===== config.mk =====
export PLATFORM = sky130hd
export DESIGN_NAME = mode_standby_ctrl
export DESIGN_NICKNAME = d
export VERILOG_FILES = /design/src/mode_standby_pkg.sv /design/src/mode_standby_ctrl.sv
export SDC_FILE = /design/constraint.sdc
export NUM_CORES = 1
export LEC_CHECK = 0
export BUFFER_PORTS_ARGS = -buffer_cell sky130_fd_sc_hd__buf_4
export CORE_MARGIN = 2
export CORE_UTILIZATION = 60
export CTS_BUF_LIST = sky130_fd_sc_hd__clkbuf_2 sky130_fd_sc_hd__clkbuf_4 sky130_fd_sc_hd__clkbuf_8
export CTS_CLUSTER_DIAMETER = 120
export DETAILED_ROUTE_END_ITERATION = 8
export GPL_ROUTABILITY_DRIVEN = 0
export GPL_TIMING_DRIVEN = 0
export PLACE_DENSITY = 0.89
export SLEW_MARGIN = 30
export SYNTH_ARGS = -nofsm -noshare
export SYNTH_HDL_FRONTEND = slang
export SYNTH_SLANG_ARGS = --single-unit

===== constraint.sdc =====
create_clock -name aclk -period 3.8 [get_ports aclk]
set_input_delay 0.76 -clock aclk [delete_from_list [all_inputs] [get_ports aclk]]
set_output_delay 0.76 -clock aclk [all_outputs]
set_load 0.02 [all_outputs]

===== src/mode_standby_pkg.sv =====
// Shared constants and types for the processor mode and standby control.
// Assumes a 10 MHz aclk that stands in for the oscillator.
package mode_standby_pkg;

	// Register byte offsets on the AXI4-Lite slave
	localparam logic [7:0] OFF_MODE  = 8'h00;
	localparam logic [7:0] OFF_MISC2 = 8'h04;
	localparam logic [7:0] OFF_CMD   = 8'h08;
	localparam logic [7:0] OFF_STAT  = 8'h0C;
	localparam logic [7:0] OFF_TCTL  = 8'h10;
	localparam logic [7:0] OFF_T1    = 8'h14;
	localparam logic [7:0] OFF_IRQ   = 8'h18;
	localparam logic [7:0] OFF_PSW   = 8'h1C;

	// Processor mode codes
	localparam logic [1:0] MODE_SINGLE = 2'h0;
	localparam logic [1:0] MODE_EXP    = 2'h1;
	localparam logic [1:0] MODE_MPU    = 2'h2;

	// Field positions
	localparam int MISC2_DBL  = 6;
	localparam int MISC2_CSEL = 1;
	localparam int MISC2_TSTP = 0;
	localparam int CMD_STOP   = 0;
	localparam int CMD_WAIT   = 1;
	localparam int TCTL_CEN   = 4;
	localparam int PSW_IFLAG  = 2;

	// Reset and load values
	localparam logic [7:0]  PSW_RST    = 8'h04;
	localparam logic [7:0]  T1_STOP_LO = 8'hFF;
	localparam logic [7:0]  T1_STOP_HI = 8'h03;
	localparam logic [15:0] T1_RST     = 16'hFFFF;

	// Timing: least instruction time before a new request bit shows
	localparam int CLK_PERIOD_NS = 100;
	localparam int INSTR_MIN_NS  = 800;
	localparam int IRQ_LAT_CYC   = (INSTR_MIN_NS + CLK_PERIOD_NS - 1) / CLK_PERIOD_NS;

	// AXI responses
	localparam logic [1:0] RESP_OKAY   = 2'h0;
	localparam logic [1:0] RESP_SLVERR = 2'h2;

	// Port P0-P2 usage
	typedef struct packed {
		logic p0_addr;
		logic p1_addr;
		logic p2_data;
		logic rom_en;
	} port_fn_t;

	typedef enum logic [1:0] {PS_RUN, PS_WAIT, PS_STOP, PS_WAKE} pstate_t;

endpackage : mode_standby_pkg


===== src/mode_standby_ctrl.sv =====
// Processor mode selection, stop/wait standby and system clock generation.
// Assumes the CPU core pulses irq_accept and irq_set on aclk; the strap pin is asynchronous.
// How it works
// - Strap low at reset gives single-chip mode
// - Expansion mode: P0/P1 address, P2 data
// - Microprocessor mode disables internal ROM
// - Strap high forces microprocessor mode always
// - Strap low: software selects any mode
// - Stop halts oscillator, clock held high
// - Stop loads timer 03FF, sets forced flag in status bit 6
// - Forced source ends at overflow or reset
// - Interrupt restarts oscillator, clock waits overflow
// - Wait holds clock high; interrupt ends it
// - Leaving wait resumes at once
// - Misc bit 6 doubles bus cycle
// - Timers unaffected by bus doubling
// - Doubling also applies in single-chip mode
// - Reset low with strap high: programming mode
// - Interrupt request writes take effect late
// - Reset sets interrupt disable flag only
// - Mode bits sit in bits 1:0
// - Clock output div4, or div8 when doubled and misc bit 1 clear
`timescale 1ns/1ps
module mode_standby_ctrl (
	// Clock and reset
	input  wire logic                          aclk,
	input  wire logic                          aresetn,
	// AXI4-Lite slave
	input  wire logic [7:0]                    s_awaddr,
	input  wire logic                          s_awvalid,
	output logic                               s_awready,
	input  wire logic [31:0]                   s_wdata,
	input  wire logic [3:0]                    s_wstrb,
	input  wire logic                          s_wvalid,
	output logic                               s_wready,
	output logic [1:0]                         s_bresp,
	output logic                               s_bvalid,
	input  wire logic                          s_bready,
	input  wire logic [7:0]                    s_araddr,
	input  wire logic                          s_arvalid,
	output logic                               s_arready,
	output logic [31:0]                        s_rdata,
	output logic [1:0]                         s_rresp,
	output logic                               s_rvalid,
	input  wire logic                          s_rready,
	// Pins and core side
	input  wire logic                          mode_select_pin,
	input  wire logic                          irq_accept,
	input  wire logic [7:0]                    irq_set,
	output mode_standby_pkg::port_fn_t         port_fn,
	output logic                               phi_out,
	output logic                               bus_strobe,
	output logic                               osc_run,
	output logic                               cpu_run,
	output logic                               eprom_mode
);

	////////////////////////////////////////////////////////////////////////
	// State
	logic [1:0]                  msel_s_r;
	logic                        msel_lock_r;
	logic [1:0]                  mode_r;
	logic [1:0]                  mode_eff;
	logic [7:0]                  misc2_r;
	logic [7:0]                  tctl_r;
	logic [7:0]                  psw_r;
	logic [7:0]                  irq_r;
	logic [7:0]                  irq_pend_r;
	logic [3:0]                  irq_cnt_r;
	logic [15:0]                 t1_r;
	logic                        forced_r;
	logic [1:0]                  pre_r;
	logic [2:0]                  div_r;
	mode_standby_pkg::pstate_t   ps_r;
	logic                        t1_tick;
	logic                        t1_ovf;
	logic                        dbl;
	logic                        aw_r;
	logic                        w_r;
	logic [7:0]                  awaddr_r;
	logic [31:0]                 wdata_r;
	logic [3:0]                  wstrb_r;
	logic                        wr_go;
	logic                        wr_hit;
	logic                        rd_hit;
	logic [31:0]                 rd_val;

	////////////////////////////////////////////////////////////////////////
	// Strap synchroniser; second stage feeds everything
	always_ff @(posedge aclk) begin
		msel_s_r <= {msel_s_r[0], mode_select_pin};
	end

	always_ff @(posedge aclk) begin
		if (!aresetn) begin
			msel_lock_r <= msel_s_r[1];
		end
	end

	// programming mode while held in reset
	always_ff @(posedge aclk) begin
		eprom_mode <= !aresetn && msel_s_r[1];
	end

	////////////////////////////////////////////////////////////////////////
	// AXI write channel: address and data taken in either order
	assign s_awready = !aw_r && !s_bvalid;
	assign s_wready  = !w_r && !s_bvalid;
	assign wr_go     = aw_r && w_r && !s_bvalid;

	always_ff @(posedge aclk) begin
		if (!aresetn) begin
			aw_r     <= 1'b0;
			w_r      <= 1'b0;
			awaddr_r <= 8'h00;
			wdata_r  <= 32'h0000_0000;
			wstrb_r  <= 4'h0;
			s_bvalid <= 1'b0;
			s_bresp  <= mode_standby_pkg::RESP_OKAY;
		end else begin
			if (s_awvalid && s_awready) begin
				aw_r     <= 1'b1;
				awaddr_r <= s_awaddr;
			end
			if (s_wvalid && s_wready) begin
				w_r     <= 1'b1;
				wdata_r <= s_wdata;
				wstrb_r <= s_wstrb;
			end
			if (wr_go) begin
				aw_r     <= 1'b0;
				w_r      <= 1'b0;
				s_bvalid <= 1'b1;
				s_bresp  <= wr_hit ? mode_standby_pkg::RESP_OKAY
				                   : mode_standby_pkg::RESP_SLVERR;
			end else if (s_bready) begin
				s_bvalid <= 1'b0;
			end
		end
	end

	// Status register is read-only, so writes to it are refused too
	always_comb begin
		unique case (awaddr_r)
			mode_standby_pkg::OFF_MODE,  mode_standby_pkg::OFF_MISC2,
			mode_standby_pkg::OFF_CMD,   mode_standby_pkg::OFF_TCTL,
			mode_standby_pkg::OFF_T1,    mode_standby_pkg::OFF_IRQ,
			mode_standby_pkg::OFF_PSW:   wr_hit = 1'b1;
			default:                     wr_hit = 1'b0;
		endcase
	end

	////////////////////////////////////////////////////////////////////////
	// Mode register
	// software mode select
	always_ff @(posedge aclk) begin
		if (!aresetn) begin
			mode_r <= mode_standby_pkg::MODE_SINGLE;
		end else if (wr_go && wstrb_r[0] && awaddr_r == mode_standby_pkg::OFF_MODE) begin
			mode_r <= wdata_r[1:0];
		end
	end

	assign mode_eff = msel_lock_r ? mode_standby_pkg::MODE_MPU : mode_r;

	always_ff @(posedge aclk) begin
		if (!aresetn) begin
			port_fn <= '0;
		end else begin
			port_fn.p0_addr <= (mode_eff != mode_standby_pkg::MODE_SINGLE);
			port_fn.p1_addr <= (mode_eff != mode_standby_pkg::MODE_SINGLE);
			port_fn.p2_data <= (mode_eff != mode_standby_pkg::MODE_SINGLE);
			port_fn.rom_en  <= !mode_eff[1];
		end
	end

	////////////////////////////////////////////////////////////////////////
	// Control registers that need no side effects beyond storage
	always_ff @(posedge aclk) begin
		if (!aresetn) begin
			misc2_r <= 8'h00;
			tctl_r  <= 8'h00;
		end else if (wr_go && wstrb_r[0]) begin
			if (awaddr_r == mode_standby_pkg::OFF_MISC2) begin
				misc2_r <= wdata_r[7:0];
			end
			if (awaddr_r == mode_standby_pkg::OFF_TCTL) begin
				tctl_r <= wdata_r[7:0];
			end
		end
	end

	// only the interrupt disable flag is set
	always_ff @(posedge aclk) begin
		if (!aresetn) begin
			psw_r <= mode_standby_pkg::PSW_RST;
		end else if (wr_go && wstrb_r[0] && awaddr_r == mode_standby_pkg::OFF_PSW) begin
			psw_r <= wdata_r[7:0];
		end
	end

	// written value shows only after an instruction time
	always_ff @(posedge aclk) begin
		if (!aresetn) begin
			irq_r      <= 8'h00;
			irq_pend_r <= 8'h00;
			irq_cnt_r  <= 4'h0;
		end else begin
			irq_r <= irq_r | irq_set;
			if (wr_go && wstrb_r[0] && awaddr_r == mode_standby_pkg::OFF_IRQ) begin
				irq_pend_r <= wdata_r[7:0];
				irq_cnt_r  <= 4'(mode_standby_pkg::IRQ_LAT_CYC);
			end else if (irq_cnt_r != 4'h0) begin
				irq_cnt_r <= irq_cnt_r - 4'h1;
				// Set wins over a clear landing in the same cycle
				if (irq_cnt_r == 4'h1) begin
					irq_r <= irq_pend_r | irq_set;
				end
			end
		end
	end

	////////////////////////////////////////////////////////////////////////
	// Standby state machine
	always_ff @(posedge aclk) begin
		if (!aresetn) begin
			ps_r <= mode_standby_pkg::PS_RUN;
		end else begin
			unique case (ps_r)
				mode_standby_pkg::PS_RUN: begin
					if (wr_go && wstrb_r[0] && awaddr_r == mode_standby_pkg::OFF_CMD) begin
						if (wdata_r[mode_standby_pkg::CMD_STOP]) begin
							ps_r <= mode_standby_pkg::PS_STOP;
						end else if (wdata_r[mode_standby_pkg::CMD_WAIT]) begin
							ps_r <= mode_standby_pkg::PS_WAIT;
						end
					end
				end
				mode_standby_pkg::PS_WAIT: begin
					if (irq_accept) begin
						ps_r <= mode_standby_pkg::PS_RUN;
					end
				end
				mode_standby_pkg::PS_STOP: begin
					if (irq_accept) begin
						ps_r <= mode_standby_pkg::PS_WAKE;
					end
				end
				mode_standby_pkg::PS_WAKE: begin
					if (t1_ovf) begin
						ps_r <= mode_standby_pkg::PS_RUN;
					end
				end
			endcase
		end
	end

	assign osc_run = (ps_r != mode_standby_pkg::PS_STOP);
	assign cpu_run = (ps_r == mode_standby_pkg::PS_RUN);

	////////////////////////////////////////////////////////////////////////
	// Timer 1: own div4 prescaler, never touched by bus doubling
	// prescaler independent of doubling
	assign t1_tick = osc_run && pre_r == 2'h3 && tctl_r[mode_standby_pkg::TCTL_CEN];
	assign t1_ovf  = t1_tick && t1_r == 16'h0000;

	always_ff @(posedge aclk) begin
		if (!aresetn) begin
			pre_r <= 2'h0;
		end else if (osc_run) begin
			pre_r <= pre_r + 2'h1;
		end
	end

	always_ff @(posedge aclk) begin
		if (!aresetn) begin
			t1_r <= mode_standby_pkg::T1_RST;
		end else if (ps_r == mode_standby_pkg::PS_RUN && wr_go && wstrb_r[0]
		             && awaddr_r == mode_standby_pkg::OFF_CMD
		             && wdata_r[mode_standby_pkg::CMD_STOP]) begin
			t1_r <= {mode_standby_pkg::T1_STOP_HI, mode_standby_pkg::T1_STOP_LO};
		end else if (wr_go && awaddr_r == mode_standby_pkg::OFF_T1 && wstrb_r[1:0] == 2'h3) begin
			t1_r <= wdata_r[15:0];
		end else if (t1_ovf) begin
			t1_r <= mode_standby_pkg::T1_RST;
		end else if (t1_tick) begin
			t1_r <= t1_r - 16'h0001;
		end
	end

	// forced source cleared
	// Stop entry wins over an overflow in the same cycle, else the flag is lost
	always_ff @(posedge aclk) begin
		if (!aresetn) begin
			forced_r <= 1'b0;
		end else if (ps_r == mode_standby_pkg::PS_RUN
		             && wr_go && wstrb_r[0] && awaddr_r == mode_standby_pkg::OFF_CMD
		             && wdata_r[mode_standby_pkg::CMD_STOP]) begin
			forced_r <= 1'b1;
		end else if (t1_ovf) begin
			forced_r <= 1'b0;
		end
	end

	////////////////////////////////////////////////////////////////////////
	// System clock and bus cycle
	// doubling bit
	assign dbl = misc2_r[mode_standby_pkg::MISC2_DBL];

	always_ff @(posedge aclk) begin
		if (!aresetn) begin
			div_r <= 3'h0;
		end else if (osc_run) begin
			div_r <= div_r + 3'h1;
		end
	end

	// div4 or div8 on the clock pin
	always_ff @(posedge aclk) begin
		if (!aresetn) begin
			phi_out    <= 1'b1;
			bus_strobe <= 1'b0;
		end else begin
			bus_strobe <= cpu_run && (dbl ? div_r == 3'h7 : div_r[1:0] == 2'h3);
			if (!cpu_run || misc2_r[mode_standby_pkg::MISC2_TSTP]) begin
				phi_out <= 1'b1;
			end else if (dbl && !misc2_r[mode_standby_pkg::MISC2_CSEL]) begin
				phi_out <= !div_r[2];
			end else begin
				phi_out <= !div_r[1];
			end
		end
	end

	////////////////////////////////////////////////////////////////////////
	// AXI read channel, one read at a time
	assign s_arready = !s_rvalid;

	always_comb begin
		rd_val = 32'h0000_0000;
		rd_hit = 1'b1;
		unique case (s_araddr)
			mode_standby_pkg::OFF_MODE:  rd_val[1:0] = mode_r;
			mode_standby_pkg::OFF_MISC2: rd_val[7:0] = misc2_r;
			mode_standby_pkg::OFF_CMD:   rd_val = 32'h0000_0000;
			mode_standby_pkg::OFF_STAT:  rd_val[6:0] = {forced_r, osc_run, ps_r,
			                                            msel_lock_r, mode_eff};
			mode_standby_pkg::OFF_TCTL:  rd_val[7:0] = tctl_r;
			mode_standby_pkg::OFF_T1:    rd_val[15:0] = t1_r;
			mode_standby_pkg::OFF_IRQ:   rd_val[7:0] = irq_r;
			mode_standby_pkg::OFF_PSW:   rd_val[7:0] = psw_r;
			default:                     rd_hit = 1'b0;
		endcase
	end

	always_ff @(posedge aclk) begin
		if (!aresetn) begin
			s_rvalid <= 1'b0;
			s_rdata  <= 32'h0000_0000;
			s_rresp  <= mode_standby_pkg::RESP_OKAY;
		end else if (s_arvalid && s_arready) begin
			s_rvalid <= 1'b1;
			s_rdata  <= rd_val;
			s_rresp  <= rd_hit ? mode_standby_pkg::RESP_OKAY : mode_standby_pkg::RESP_SLVERR;
		end else if (s_rready) begin
			s_rvalid <= 1'b0;
		end
	end
endmodule : mode_standby_ctrl


# After elaboration in Yosys (flattened, before gate mapping)
# Index checks and enable logic that the tools add are counted.
[op_classes]
add_sub_neg = 4
multipliers = 0
div = 0
magnitude_cmp = 0
eq_ne = 27
n_shift = 0
mux = 33
n_bitwise = 3
n_reduce_logical = 56
[op_table]
columns = ["operator", "count"]
rows = [
  ["$eq 8x5->1 const B", 8],
  ["$mux 16", 4],
  ["$mux 8", 4],
  ["$pmux 5 s6", 1],
  ["$eq 8x4->1 const B", 3],
  ["$logic_and 1x1->1", 24],
  ["$mux 2", 9],
  ["$eq 8x3->1 const B", 2],
  ["$logic_not 16->1", 1],
  ["$logic_not 8->1", 2],
  ["$or 8x8->8", 2],
  ["$sub 16x1->16 const B", 1],
  ["$pmux 2 s7", 1],
  ["$eq 2x2->1 const B", 5],
  ["$logic_not 1->1", 10],
  ["$mux 1", 10],
  ["$reduce_bool 2->1", 5],
  ["$mux 4", 2],
  ["$ne 2x2->1 const B", 4],
  ["$pmux 2 s4", 1],
  ["$reduce_bool 4->1", 2],
  ["$reduce_or 2->1", 4],
  ["$reduce_or 8->1", 1],
  ["$reduce_or 7->1", 1],
  ["15 further kinds", 16],
]
[word_totals]
reg_bits = 128
latch_bits = 0
ramBits = 0
rom_bits = 0
output_inout_bits = 50
wordCells = 154
n_memories = 0

# Logic depth before layout (Yosys ltp)
# Gate-level depths: netlist of run 1.
[logic_depth]
word_depth = 7
depth_mapped = 8

# Worst setup path after synthesis of run 1
# Ideal clock, no wire load.
[synth_path]
kind = "input-to-reg"
from = "in s_araddr[2]"
to = "reg s_rdata[1]"
setup_time_ns = 0.117
arrival_time_ns = 2.155
required_ns = 3.683
path_slack_ns = 1.528
cell_stages = 6
cell_sequence = "clkbuf_1 > buf_2 > mux2_1 > a32oi_1 > nand2_1 > a32o_1"
[synth_between]
elab_chain_len = 2
elab_cells_between_ends = 8
classes_between = "eq/ne (6); mux (1); reduce/logical (1)"
[synth_lines]
columns = ["element", "line", "text"]
rows = [
  ["start: declaration", "mode_standby_ctrl.sv:39", "input wire logic [7:0] s_araddr,"],
  ["$eq 8x5->1, or another cell as far along", "mode_standby_ctrl.sv:342", "unique case (s_araddr)"],
  ["$pmux 2 s7 (*)", "mode_standby_ctrl.sv:342", ""],
  ["end signal: assignment", "mode_standby_ctrl.sv:363", "s_rdata <= rd_val;"],
  ["end: declaration", "mode_standby_ctrl.sv:42", "output logic [31:0] s_rdata,"],
]
# Mark *: on every way between the ends. The rest lies on a longest branch, timed or not.
# A chain may end at the register's enable or synchronous reset.

# Worst setup path in the final report of run 1
[layout_path]
from = "reg ps_r[1]"
to = "out osc_run"
[layout_between]
elab_chain_len = 1
[layout_lines]
columns = ["element", "line", "text"]
rows = [
  ["start: declaration", "mode_standby_ctrl.sv:74", "mode_standby_pkg::pstate_t ps_r;"],
  ["start signal: assignment", "mode_standby_ctrl.sv:227", "ps_r <= mode_standby_pkg::PS_RUN;"],
  ["start signal: assignment", "mode_standby_ctrl.sv:233", "ps_r <= mode_standby_pkg::PS_STOP;"],
  ["start signal: assignment", "mode_standby_ctrl.sv:235", "ps_r <= mode_standby_pkg::PS_WAIT;"],
  ["$ne 2x2->1", "mode_standby_ctrl.sv:258", "assign osc_run = (ps_r != mode_standby_pkg::PS_STOP);"],
  ["end: declaration", "mode_standby_ctrl.sv:53", "output logic osc_run,"],
]
# Every way passes these cells.

==> reports/metrics.yaml, run 1 <==
dp_hpwl_um: 10900
hold_buffers: 0
clk_latency_ns: 0.44
hold_viol_final: 0
synth-seq-cells: 126
fin_skew_ns: 0.00897
die-height_um: 102
hold_path_depth: 0
synth_edf_count: 1
setup_viol: 0
crit_slowest_cell: "nor2b_1"
reg2reg_to: "t1_r[2]"
leakagePower_nw: 3.14
clkTransAtPathRegs_ns: 0.08
fillCellCount: 631
worst_hold_path.endpoint: "msel_s_r[1]"
clockBufferDepth: 2
drt_pass1_iterations: 6
antenna_found_initial: 0
reg2reg_from: "t1_r[1]"
cts_setup_buffers: 0
drt-total-wl_um: 16200
grt_pass1_wl_um: 25700
critPathMaxStageDelay_ns: 0.56
vias: 5505
worst_pin_slew_ns: 1.02
path_cells: "nor2b_1, inv_2, clkbuf_1, buf_4"
grt_pass1_vias: 5273
yosysWarnings: 0
crit_path_end_kind: "output port"
worstPathRequired_ns: 3.04
ff2ff_path_depth: 7
route.detailed.drc: 0
start_util_pct: 61.7
grt_max_degree: 17
crit_start: "ps_r[1]"
core-area_um2: 9240
peakVddDrop_v: 0.000332
hold_class: "flip-flop to flip-flop"
multiInputGateArea_um2: 2880
diodes: 0
vias_per_cell: 6.06
cts_tree: "done"
final.setup.tns_ns: 0
dieWidth_um: 102
slew_headroom_pct: 31.1
async_reset_ff_share_pct: 0
postCtsResizedCells: 0
syn2layout_area_growth_pct: 22.4
clock_sinks: 126
worstPathMaxFanout: 10
num-nets-final: 841
initialDrtViolationCount: 840
dieArea_um2: 10300
numCtsBuffers: 17
drtAntennaViolNets: 0
track_usage_pct: 32.3
fin_util_pct: 75.6
slew_viol_final: 0
postSynthAreaPerCell_um2: 8.78
regToRegSetupSlack_ns: 1.39
rsz0062_at_grt: "no"
ys.flop_type: "dfxtp_1"
min-delay-start: "msel_s_r[0]"
yosysUniqueCellTypes: 69
avgRoutedWirePerCell_um: 17.9
worstSetupStartpointType: "flip-flop"
total_power_mw: 3.16
h-tree-depth: 4
critPathKind: "flip-flop to output port"
area.sequential_um2: 2530
netlist_instances: 650
ys_seq_area_share_pct: 44.4
cp.arrival_ns: 2.16
drive_gt1_share_pct: 20.5
min_period_ns: 2.92
cap_violations: 0
fmax_ghz: 0.342
io_pins: 119
synthesis.area_um2: 5700
grt_overflow: 0
numPortBuffers: 80
status: "finished clean"
cts_root_buf: "clkbuf_8"
post-route-period-util_pct: 76.9
powerDensity_nw_per_um2: 453
rows: 35
cell type report:
| class | count | area share (%) |
|---|---|---|
| plain buffers | 52 | 3.92 |
| clock buffers | 22 | 4.07 |
| clock inverters | 10 | 2.33 |
| inverters | 24 | 1.29 |
| multi-input cells | 465 | 41.2 |
| flip-flops and latches | 126 | 36.3 |
| well taps | 129 | 2.31 |
| repair buffers | 80 | 8.60 |
sequential cells by signal, summed over array words and instances, names as in the netlist, 2 cells and up:
| register | flops |
|---|---|
| awaddr_r | 8 |
| div_r | 3 |
| irq_cnt_r | 4 |
| irq_pend_r | 8 |
| irq_r | 8 |
| misc2_r | 8 |
| mode_r | 2 |
| msel_s_r | 2 |
| port_fn | 2 |
| pre_r | 2 |
| ps_r | 2 |
| psw_r | 8 |
| s_rdata | 16 |
| t1_r | 16 |
| tctl_r | 8 |
| wdata_r | 16 |
| wstrb_r | 2 |
metal layers:
| metal | vias up | share of wire, % | GRT usage, % |
|---|---|---|---|
| met3 | 101 | 11 | 8.83 |
| met1 | 2496 | 37 | 39.1 |
| met2 | 403 | 47 | 52.0 |
| met4 | 0 | 4.8 | 18.1 |
| met5 | - | 0 | 0 |
| li1 | 2505 | - | - |
synth_stat cells, drive strengths merged, types with 3 or more instances:
library cell	instances	area (um^2)
inv	24	90.1
and2	4	25.0
dfxtp	125	2500
xnor2	8	70.1
a22oi	9	67.6
a21oi	61	305
and3	3	18.8
nand3	18	90.1
a221oi	6	52.6
and4	4	35.0
nand2	88	330
clkbuf	29	109
o21ai	20	100
nor3	17	101
nand4	9	62.6
nor2b	6	37.5
mux4	5	113
nor2	68	255
mux2i	44	440
nor4b	5	62.6
ha	6	75.1
buf	23	165
mux2	4	45.0
nor4	5	43.8
a31oi	7	43.8
nand2b	5	31.3
or3	3	23.8
o311ai	3	33.8
a32oi	4	35.0
worst max-delay path by stage:
stage / to / slack, ns / cells past startpoint
finish: osc_run / 0.88 / 4
detailed placement: msel_lock_r / 1.18 / 4
global placement: msel_lock_r / 1.18 / 4
CTS: osc_run / 0.97 / 4
global route: osc_run / 0.82 / 4
floorplan: s_rdata[1] / 1.53 / 6
per-stage QoR:
step | std cells | setup WS (ns) | hold slack [ns] | cell area [um^2]
2_1_floorplan | 667 | 1.53 | 0.310 | 5770
3_3_place_gp | 876 | 1.18 | 0.310 | 6530
3_5_place_dp | 876 | 1.18 | 0.319 | 6530
4_1_cts | 908 | 0.973 | 0.337 | 6980
5_1_grt | 908 | 0.822 | 0.338 | 6980
6_report | 908 | 0.878 | 0.334 | 6980
where the power goes:
group	total (mW)	switching [mW]	internal (mW)
logic	0.405	0.223	0.182
clock network	1.31	0.538	0.772
registers	1.45	0.0627	1.38
worst max-delay path: cells and delay by family, from the launching register on:
family / cells / cell delay, ns
and+or+nand+nor: 1 / 0.56
buffers and inverters: 3 / 0.67
DFF: 1 / 0.50
cells by family (layout without fill, tap and decap cells):
logic type / count (synthesis) / in the layout / share of synthesized area [%]
AOI/OAI and AO/OA: 130 / 130 / 14.2
xor gates and xnor gates: 9 / 9 / 1.38
adders and majority gates: 6 / 6 / 1.32
buffers and inverters: 76 / 188 / 6.38
DFF: 126 / 126 / 44.4
muxes: 53 / 53 / 10.5
other: 1 / 18 / 0.0657
and+or+nand+nor: 249 / 249 / 21.7
placed cells by master (no fill, tap or decap), drive strengths merged, types with 7 or more instances in the layout:
cell type | synthesis | final
nor2 | 68 | 68
clkbuf | 29 | 51
a21oi | 61 | 61
xnor2 | 8 | 8
a31oi | 7 | 7
inv | 24 | 24
dfxtp | 125 | 125
nand3 | 18 | 18
nand2 | 88 | 88
mux2i | 44 | 44
conb | 1 | 18
buf | 23 | 103
a22oi | 9 | 9
nand4 | 9 | 9
o21ai | 20 | 20
nor3 | 17 | 17
Note: power is estimated with default switching activity, not from simulation.
==> run 2: changes to the inputs <==
CORE_UTILIZATION = 57   (was 60)
PLACE_DENSITY = 0.86   (was 0.89)
clock period = 2.7 ns   (was 3.8 ns; I/O delays follow)
==> run 2 against run 1 <==
Net effect:
- worst setup slack got worse by 0.69 ns
- design area decreased by 0.50%
- global-route usage decreased by 3.3 points
- non-clock buffer count unchanged
- register-to-register slack got worse by 1.1 ns
- power increased by 35%
- die area increased by 5.0%
- sequential power increased by 41%
- critical endpoint unchanged
- largest power group unchanged
==> reports/metrics.yaml, run 2 (synthesis gave the netlist of run 1 again) <==
slew_headroom_pct: 39.8  # +8.7 points
internal-power_mw: 3.09  # +32%
clkTransAtPathRegs_ns: 0.08  # about the same
post-route-period-util_pct: 93.0
core-area_um2: 9730  # +5.3%
numPortBuffers: 80  # unchanged
reg2reg_to: "t1_r[2]"
finalWorstSetupSlack_ns: 0.189  # -0.689 ns
instances_no_fill: 912  # +0.44%
grt_max_degree: 17  # unchanged
final_common_cell: "dfxtp_1"
reg2reg_from: "t1_r[1]"
rows: 36  # +2.9%
critPathMaxStageDelay_ns: 0.49  # -0.07 ns
h-tree-depth: 4  # unchanged
setup_viol: 0  # unchanged
grt_overflow: 0  # unchanged
critPathKind: "flip-flop to output port"
crit_family: "buffers and inverters"
avgRoutedWirePerCell_um: 16.9  # -5.2%
cts_root_buf: "clkbuf_8"
worst_hold_path.endpoint: "msel_s_r[0]"
dieWidth_um: 104  # +2.5%
worstSetupStartpointType: "flip-flop"
powerDensity_nw_per_um2: 614  # +36%
hold_path_depth: 1  # +1
hold_viol_final: 0  # unchanged
final.setup.tns_ns: 0  # unchanged
min-delay-start: "mode_select_pin"
crit_buf_inv: 3  # unchanged
dp_cells: 880  # +0.46%
route.detailed.drc: 0  # unchanged
diodes: 0  # unchanged
vias_per_cell: 5.91  # -2.6%
most-common-layout-cells: "125 x dfxtp_1, 100 x buf_4, 88 x nand2_1"
cts_tree: "done"
crit_slowest_cell: "dfxtp_1"
clock_sinks: 126  # unchanged
leakagePower_nw: 3.10  # -1.1%
fin_skew_ns: 0.00794  # -0.00104 ns
hold_class: "input pin to flip-flop"
dieArea_um2: 10800  # +5.0%
total_power_mw: 4.26  # +35%
ff2ff_path_depth: 7  # unchanged
initialDrtViolationCount: 489  # -42%
regToRegSetupSlack_ns: 0.27  # -1.12 ns
clockBufferDepth: 2  # unchanged
status: "finished clean"
multiInputGateArea_um2: 2880  # about the same
drt-total-wl_um: 15500  # -4.8%
vias: 5388  # -2.1%
drive_gt1_share_pct: 20.7  # +0.13 points
num-nets-final: 841  # unchanged
peakVddDrop_v: 0.000329  # -0.91%
io_pins: 119  # unchanged
antenna_found_initial: 0  # unchanged
cts_setup_buffers: 0  # unchanged
dp_hpwl_um: 11000  # +0.36%
grt_pass1_vias: 5137  # -2.6%
p_sw_share_pct: 27.6  # +1.6 points
seqPwrFrac_pct: 47.7  # +1.9 points
cp.arrival_ns: 1.97  # -0.19 ns
worstPathRequired_ns: 2.16  # -0.88 ns
path_cells: "nor2b_2, inv_2, clkbuf_1, buf_4"
comb_power_share_pct: 13.3  # +0.5 points
place_ws_ns: 0.281  # -0.896 ns
p_sw_mw: 1.18  # +43%
fmax_ghz: 0.398
rsz0062_at_grt: "no"
clk_latency_ns: 0.45  # about the same
slew_viol_final: 0  # unchanged
fillCellCount: 750  # +19%
start_util_pct: 58.6  # -3.1 points
crit_start: "ps_r[1]"
drt_pass1_iterations: 6  # unchanged
crit_path_end_kind: "output port"
worst_pin_slew_ns: 0.895  # -0.129 ns
fin_util_pct: 71.4  # -4.2 points
postCtsResizedCells: 0  # unchanged
track_usage_pct: 29.0  # -3.3 points
pwr-share-clk_pct: 38.9  # -2.5 points
area.sequential_um2: 2530  # unchanged
numCtsBuffers: 17  # unchanged
syn2layout_area_growth_pct: 21.8
largest_registers: "s_rdata (16), t1_r (16), wdata_r (16)"
worstPathMaxFanout: 10  # unchanged
min_period_ns: 2.51
hold_buffers: 0  # unchanged
grt_pass1_wl_um: 25100  # -2.4%
cap_violations: 0  # unchanged
die-height_um: 104  # +2.5%
drtAntennaViolNets: 0  # unchanged
[run 2: layer usage]
metal	share of wire, %	wire [um]	track usage, %
met1	39	6010	36.6
met2	46	7100	45.6
met3	11	1660	7.52
met4	4.4	686	15.8
met5	0	0	0
[run 2: cell type report]
| type | count | share of cell area (%) |
|---|---|---|
| clock inverters | 12 | 1.96 |
| flip-flops and latches | 126 | 36.4 |
| inverters | 24 | 1.30 |
| multi-input cells | 465 | 41.4 |
| well taps | 133 | 2.40 |
| repair buffers | 80 | 8.64 |
| plain buffers | 52 | 3.94 |
| clock buffers | 20 | 3.87 |
[run 2: metrics by stage]
stage	hold slack (ns)	cell area, um^2
floorplan	0.310	5770
global placement	0.312	6540
detailed placement	0.318	6540
CTS	0.171	6940
global route	0.175	6950
finish	0.188	6950
[run 2: power by group through the flow]
stage	clock, mW	combinational (mW)	sequential [mW]
after floorplan	0	0.372	2.06
after global placement	0	0.533	2.07
after detailed placement	0	0.563	2.07
after CTS	1.66	0.566	2.03
after global routing	1.75	0.632	2.05
final	1.66	0.569	2.04
[run 2: how the worst max path moves through the flow]
stage | end | cells past startpoint | slack [ns]
6_report | osc_run | 4 | 0.19
5_1_grt | osc_run | 4 | 0.13
4_1_cts | osc_run | 4 | 0.11
3_5_place_dp | msel_lock_r | 4 | 0.28
3_3_place_gp | msel_lock_r | 4 | 0.30
2_1_floorplan | s_rdata[1] | 6 | 0.65
==> run 3: changes to the inputs <==
BUFFER_PORTS_ARGS = -buffer_cell sky130_fd_sc_hd__buf_2   (was -buffer_cell sky130_fd_sc_hd__buf_4)
CORE_MARGIN = default   (was 2)
RECOVER_POWER = 50   (was default)
==> run 3 against run 2 <==
Net effect:
- the run now ends with DRC left
- global-route usage is 1.1 points higher
- power is 0.83% lower
- register-to-register slack better by 0.09 ns
- non-clock buffer count stayed put
- largest cell class unchanged
- largest power group unchanged
- highest routed layer unchanged
==> reports/metrics.yaml, run 3 (synthesis gave the netlist of run 1 again) <==
hold_class: "input pin to flip-flop"
area.sequential_um2: 2530  # unchanged
numCtsBuffers: 17  # unchanged
drtAntennaViolNets: 0  # unchanged
fmax_ghz: 0.396  # -0.59%
worstPathMaxFanout: 10  # unchanged
status: "finished with violations"
vias: 5249  # -2.6%
multiInputGateArea_um2: 2870  # -0.48%
io_pins: 119  # unchanged
finalWorstSetupSlack_ns: 0.174  # -0.0149 ns
grt_pass1_wl_um: 23700  # -5.5%
leakagePower_nw: 2.95  # -5.1%
reg2reg_to: "t1_r[2]"
powerDensity_nw_per_um2: 632  # +3.0%
grt_overflow: 0  # unchanged
drt_pass1_iterations: 7  # +1
min_period_ns: 2.53  # +0.0149 ns
start_util_pct: 58.6  # unchanged
ff2ff_path_depth: 7  # unchanged
setup_viol: 0  # unchanged
vias_per_cell: 5.76  # -2.5%
clock_sinks: 126  # unchanged
crit_start: "ps_r[1]"
final_common_cell: "dfxtp_1"
dieWidth_um: 102  # -1.9%
clockBufferDepth: 2  # unchanged
initialDrtViolationCount: 517  # +5.7%
dp_hpwl_um: 10800  # -1.7%
clk_latency_ns: 0.46  # about the same
fillCellCount: 811  # +8.1%
cap_violations: 0  # unchanged
antenna_found_initial: 0  # unchanged
cts_root_buf: "clkbuf_8"
postCtsResizedCells: 0  # unchanged
worst_pin_slew_ns: 1.10  # +0.210 ns
grt_pass1_vias: 4891  # -4.8%
critPathKind: "flip-flop to output port"
drive_gt1_share_pct: 16.3  # -4.3 points
slew_headroom_pct: 25.7  # -14 points
cts_tree: "done"
diodes: 0  # unchanged
h-tree-depth: 4  # unchanged
post-route-period-util_pct: 93.5  # +0.55 points
die-height_um: 102  # -1.9%
largest_registers: "s_rdata (16), t1_r (16), wdata_r (16)"
numPortBuffers: 80  # unchanged
track_usage_pct: 30.2  # +1.1 points
rsz0062_at_grt: "no"
cts_setup_buffers: 0  # unchanged
syn2layout_area_growth_pct: 17.3
core-area_um2: 9730  # unchanged
most-common-layout-cells: "125 x dfxtp_1, 88 x nand2_1, 68 x nor2_1"
hold_buffers: 0  # unchanged
worstPathRequired_ns: 2.16  # about the same
crit_path_end: "osc_run"
avgRoutedWirePerCell_um: 16.3  # -3.8%
hold_viol_final: 0  # unchanged
dieArea_um2: 10400  # -3.8%
num-nets-final: 841  # unchanged
fin_skew_ns: 0.00945  # +0.00151 ns
grt_max_degree: 17  # unchanged
regToRegSetupSlack_ns: 0.36  # +0.09 ns
final.setup.tns_ns: 0  # unchanged
rows: 36  # unchanged
worstSetupStartpointType: "flip-flop"
slew_viol_final: 0  # unchanged
route.detailed.drc: 1  # +1
crit_path_end_kind: "output port"
reg2reg_from: "t1_r[1]"
clkTransAtPathRegs_ns: 0.07  # about the same
cp.arrival_ns: 1.99  # +0.02 ns
drt-total-wl_um: 14900  # -3.9%
place_ws_ns: 0.260  # -0.0209 ns
peakVddDrop_v: 0.000396  # +21%
failed_checks: "DRC"
run 3: worst min-delay path by stage:
stage | start | endpoint | slack (ns) | cells after the start
after floorplan | msel_s_r[0] | msel_s_r[1] | 0.31 | 0
after global placement | msel_s_r[0] | msel_s_r[1] | 0.31 | 0
after detailed placement | msel_s_r[0] | msel_s_r[1] | 0.32 | 0
after CTS | mode_select_pin | msel_s_r[0] | 0.17 | 1
after global routing | mode_select_pin | msel_s_r[0] | 0.17 | 1
final | mode_select_pin | msel_s_r[0] | 0.19 | 1
run 3: worst max-delay path, stage by stage, from the launching register on:
cell and delay, ns:
dfxtp_1 0.47, nor2b_1 0.46, inv_2 0.08, clkbuf_1 0.27, buf_2 0.24
run 3: metal layers:
| layer | routed length, um | GRT usage, % | vias up |
|---|---|---|---|
| met4 | 517 | 14.1 | 0 |
| met5 | 0 | 0 | - |
| met1 | 6040 | 37.4 | 2403 |
| met2 | 6970 | 48.2 | 299 |
| met3 | 1340 | 9.03 | 49 |
| li1 | - | - | 2498 |
run 3: metrics by stage:
stage          cell area [um^2]  std cells  hold slack, ns  power, mW  utilization, %
6_report                   6690        911           0.187       4.23            68.8
2_1_floorplan              5770        667           0.310       2.43               -
5_1_grt                    6690        911           0.171       4.40            68.8
4_1_cts                    6740        911           0.170       4.24            69.2
3_5_place_dp               6330        880           0.318       2.60            65.1
3_3_place_gp               6330        880           0.311       2.57            65.1
run 3: cell type report:
class | count | area share, %
Tap cell | 133 | 2.49
Multi-Input combinational cell | 465 | 42.8
Clock inverter | 12 | 2.17
Sequential cell | 126 | 37.8
Clock buffer | 19 | 3.81
Inverter | 24 | 1.35
Buffer | 52 | 4.08
Timing Repair Buffer | 80 | 5.46
run 3: report_power, final:
part	leakage, nW	internal [mW]	total, mW	switching (mW)
Sequential	1.03	1.95	2.03	0.0858
Combinational	1.72	0.222	0.531	0.309
Clock	0.197	0.930	1.66	0.734
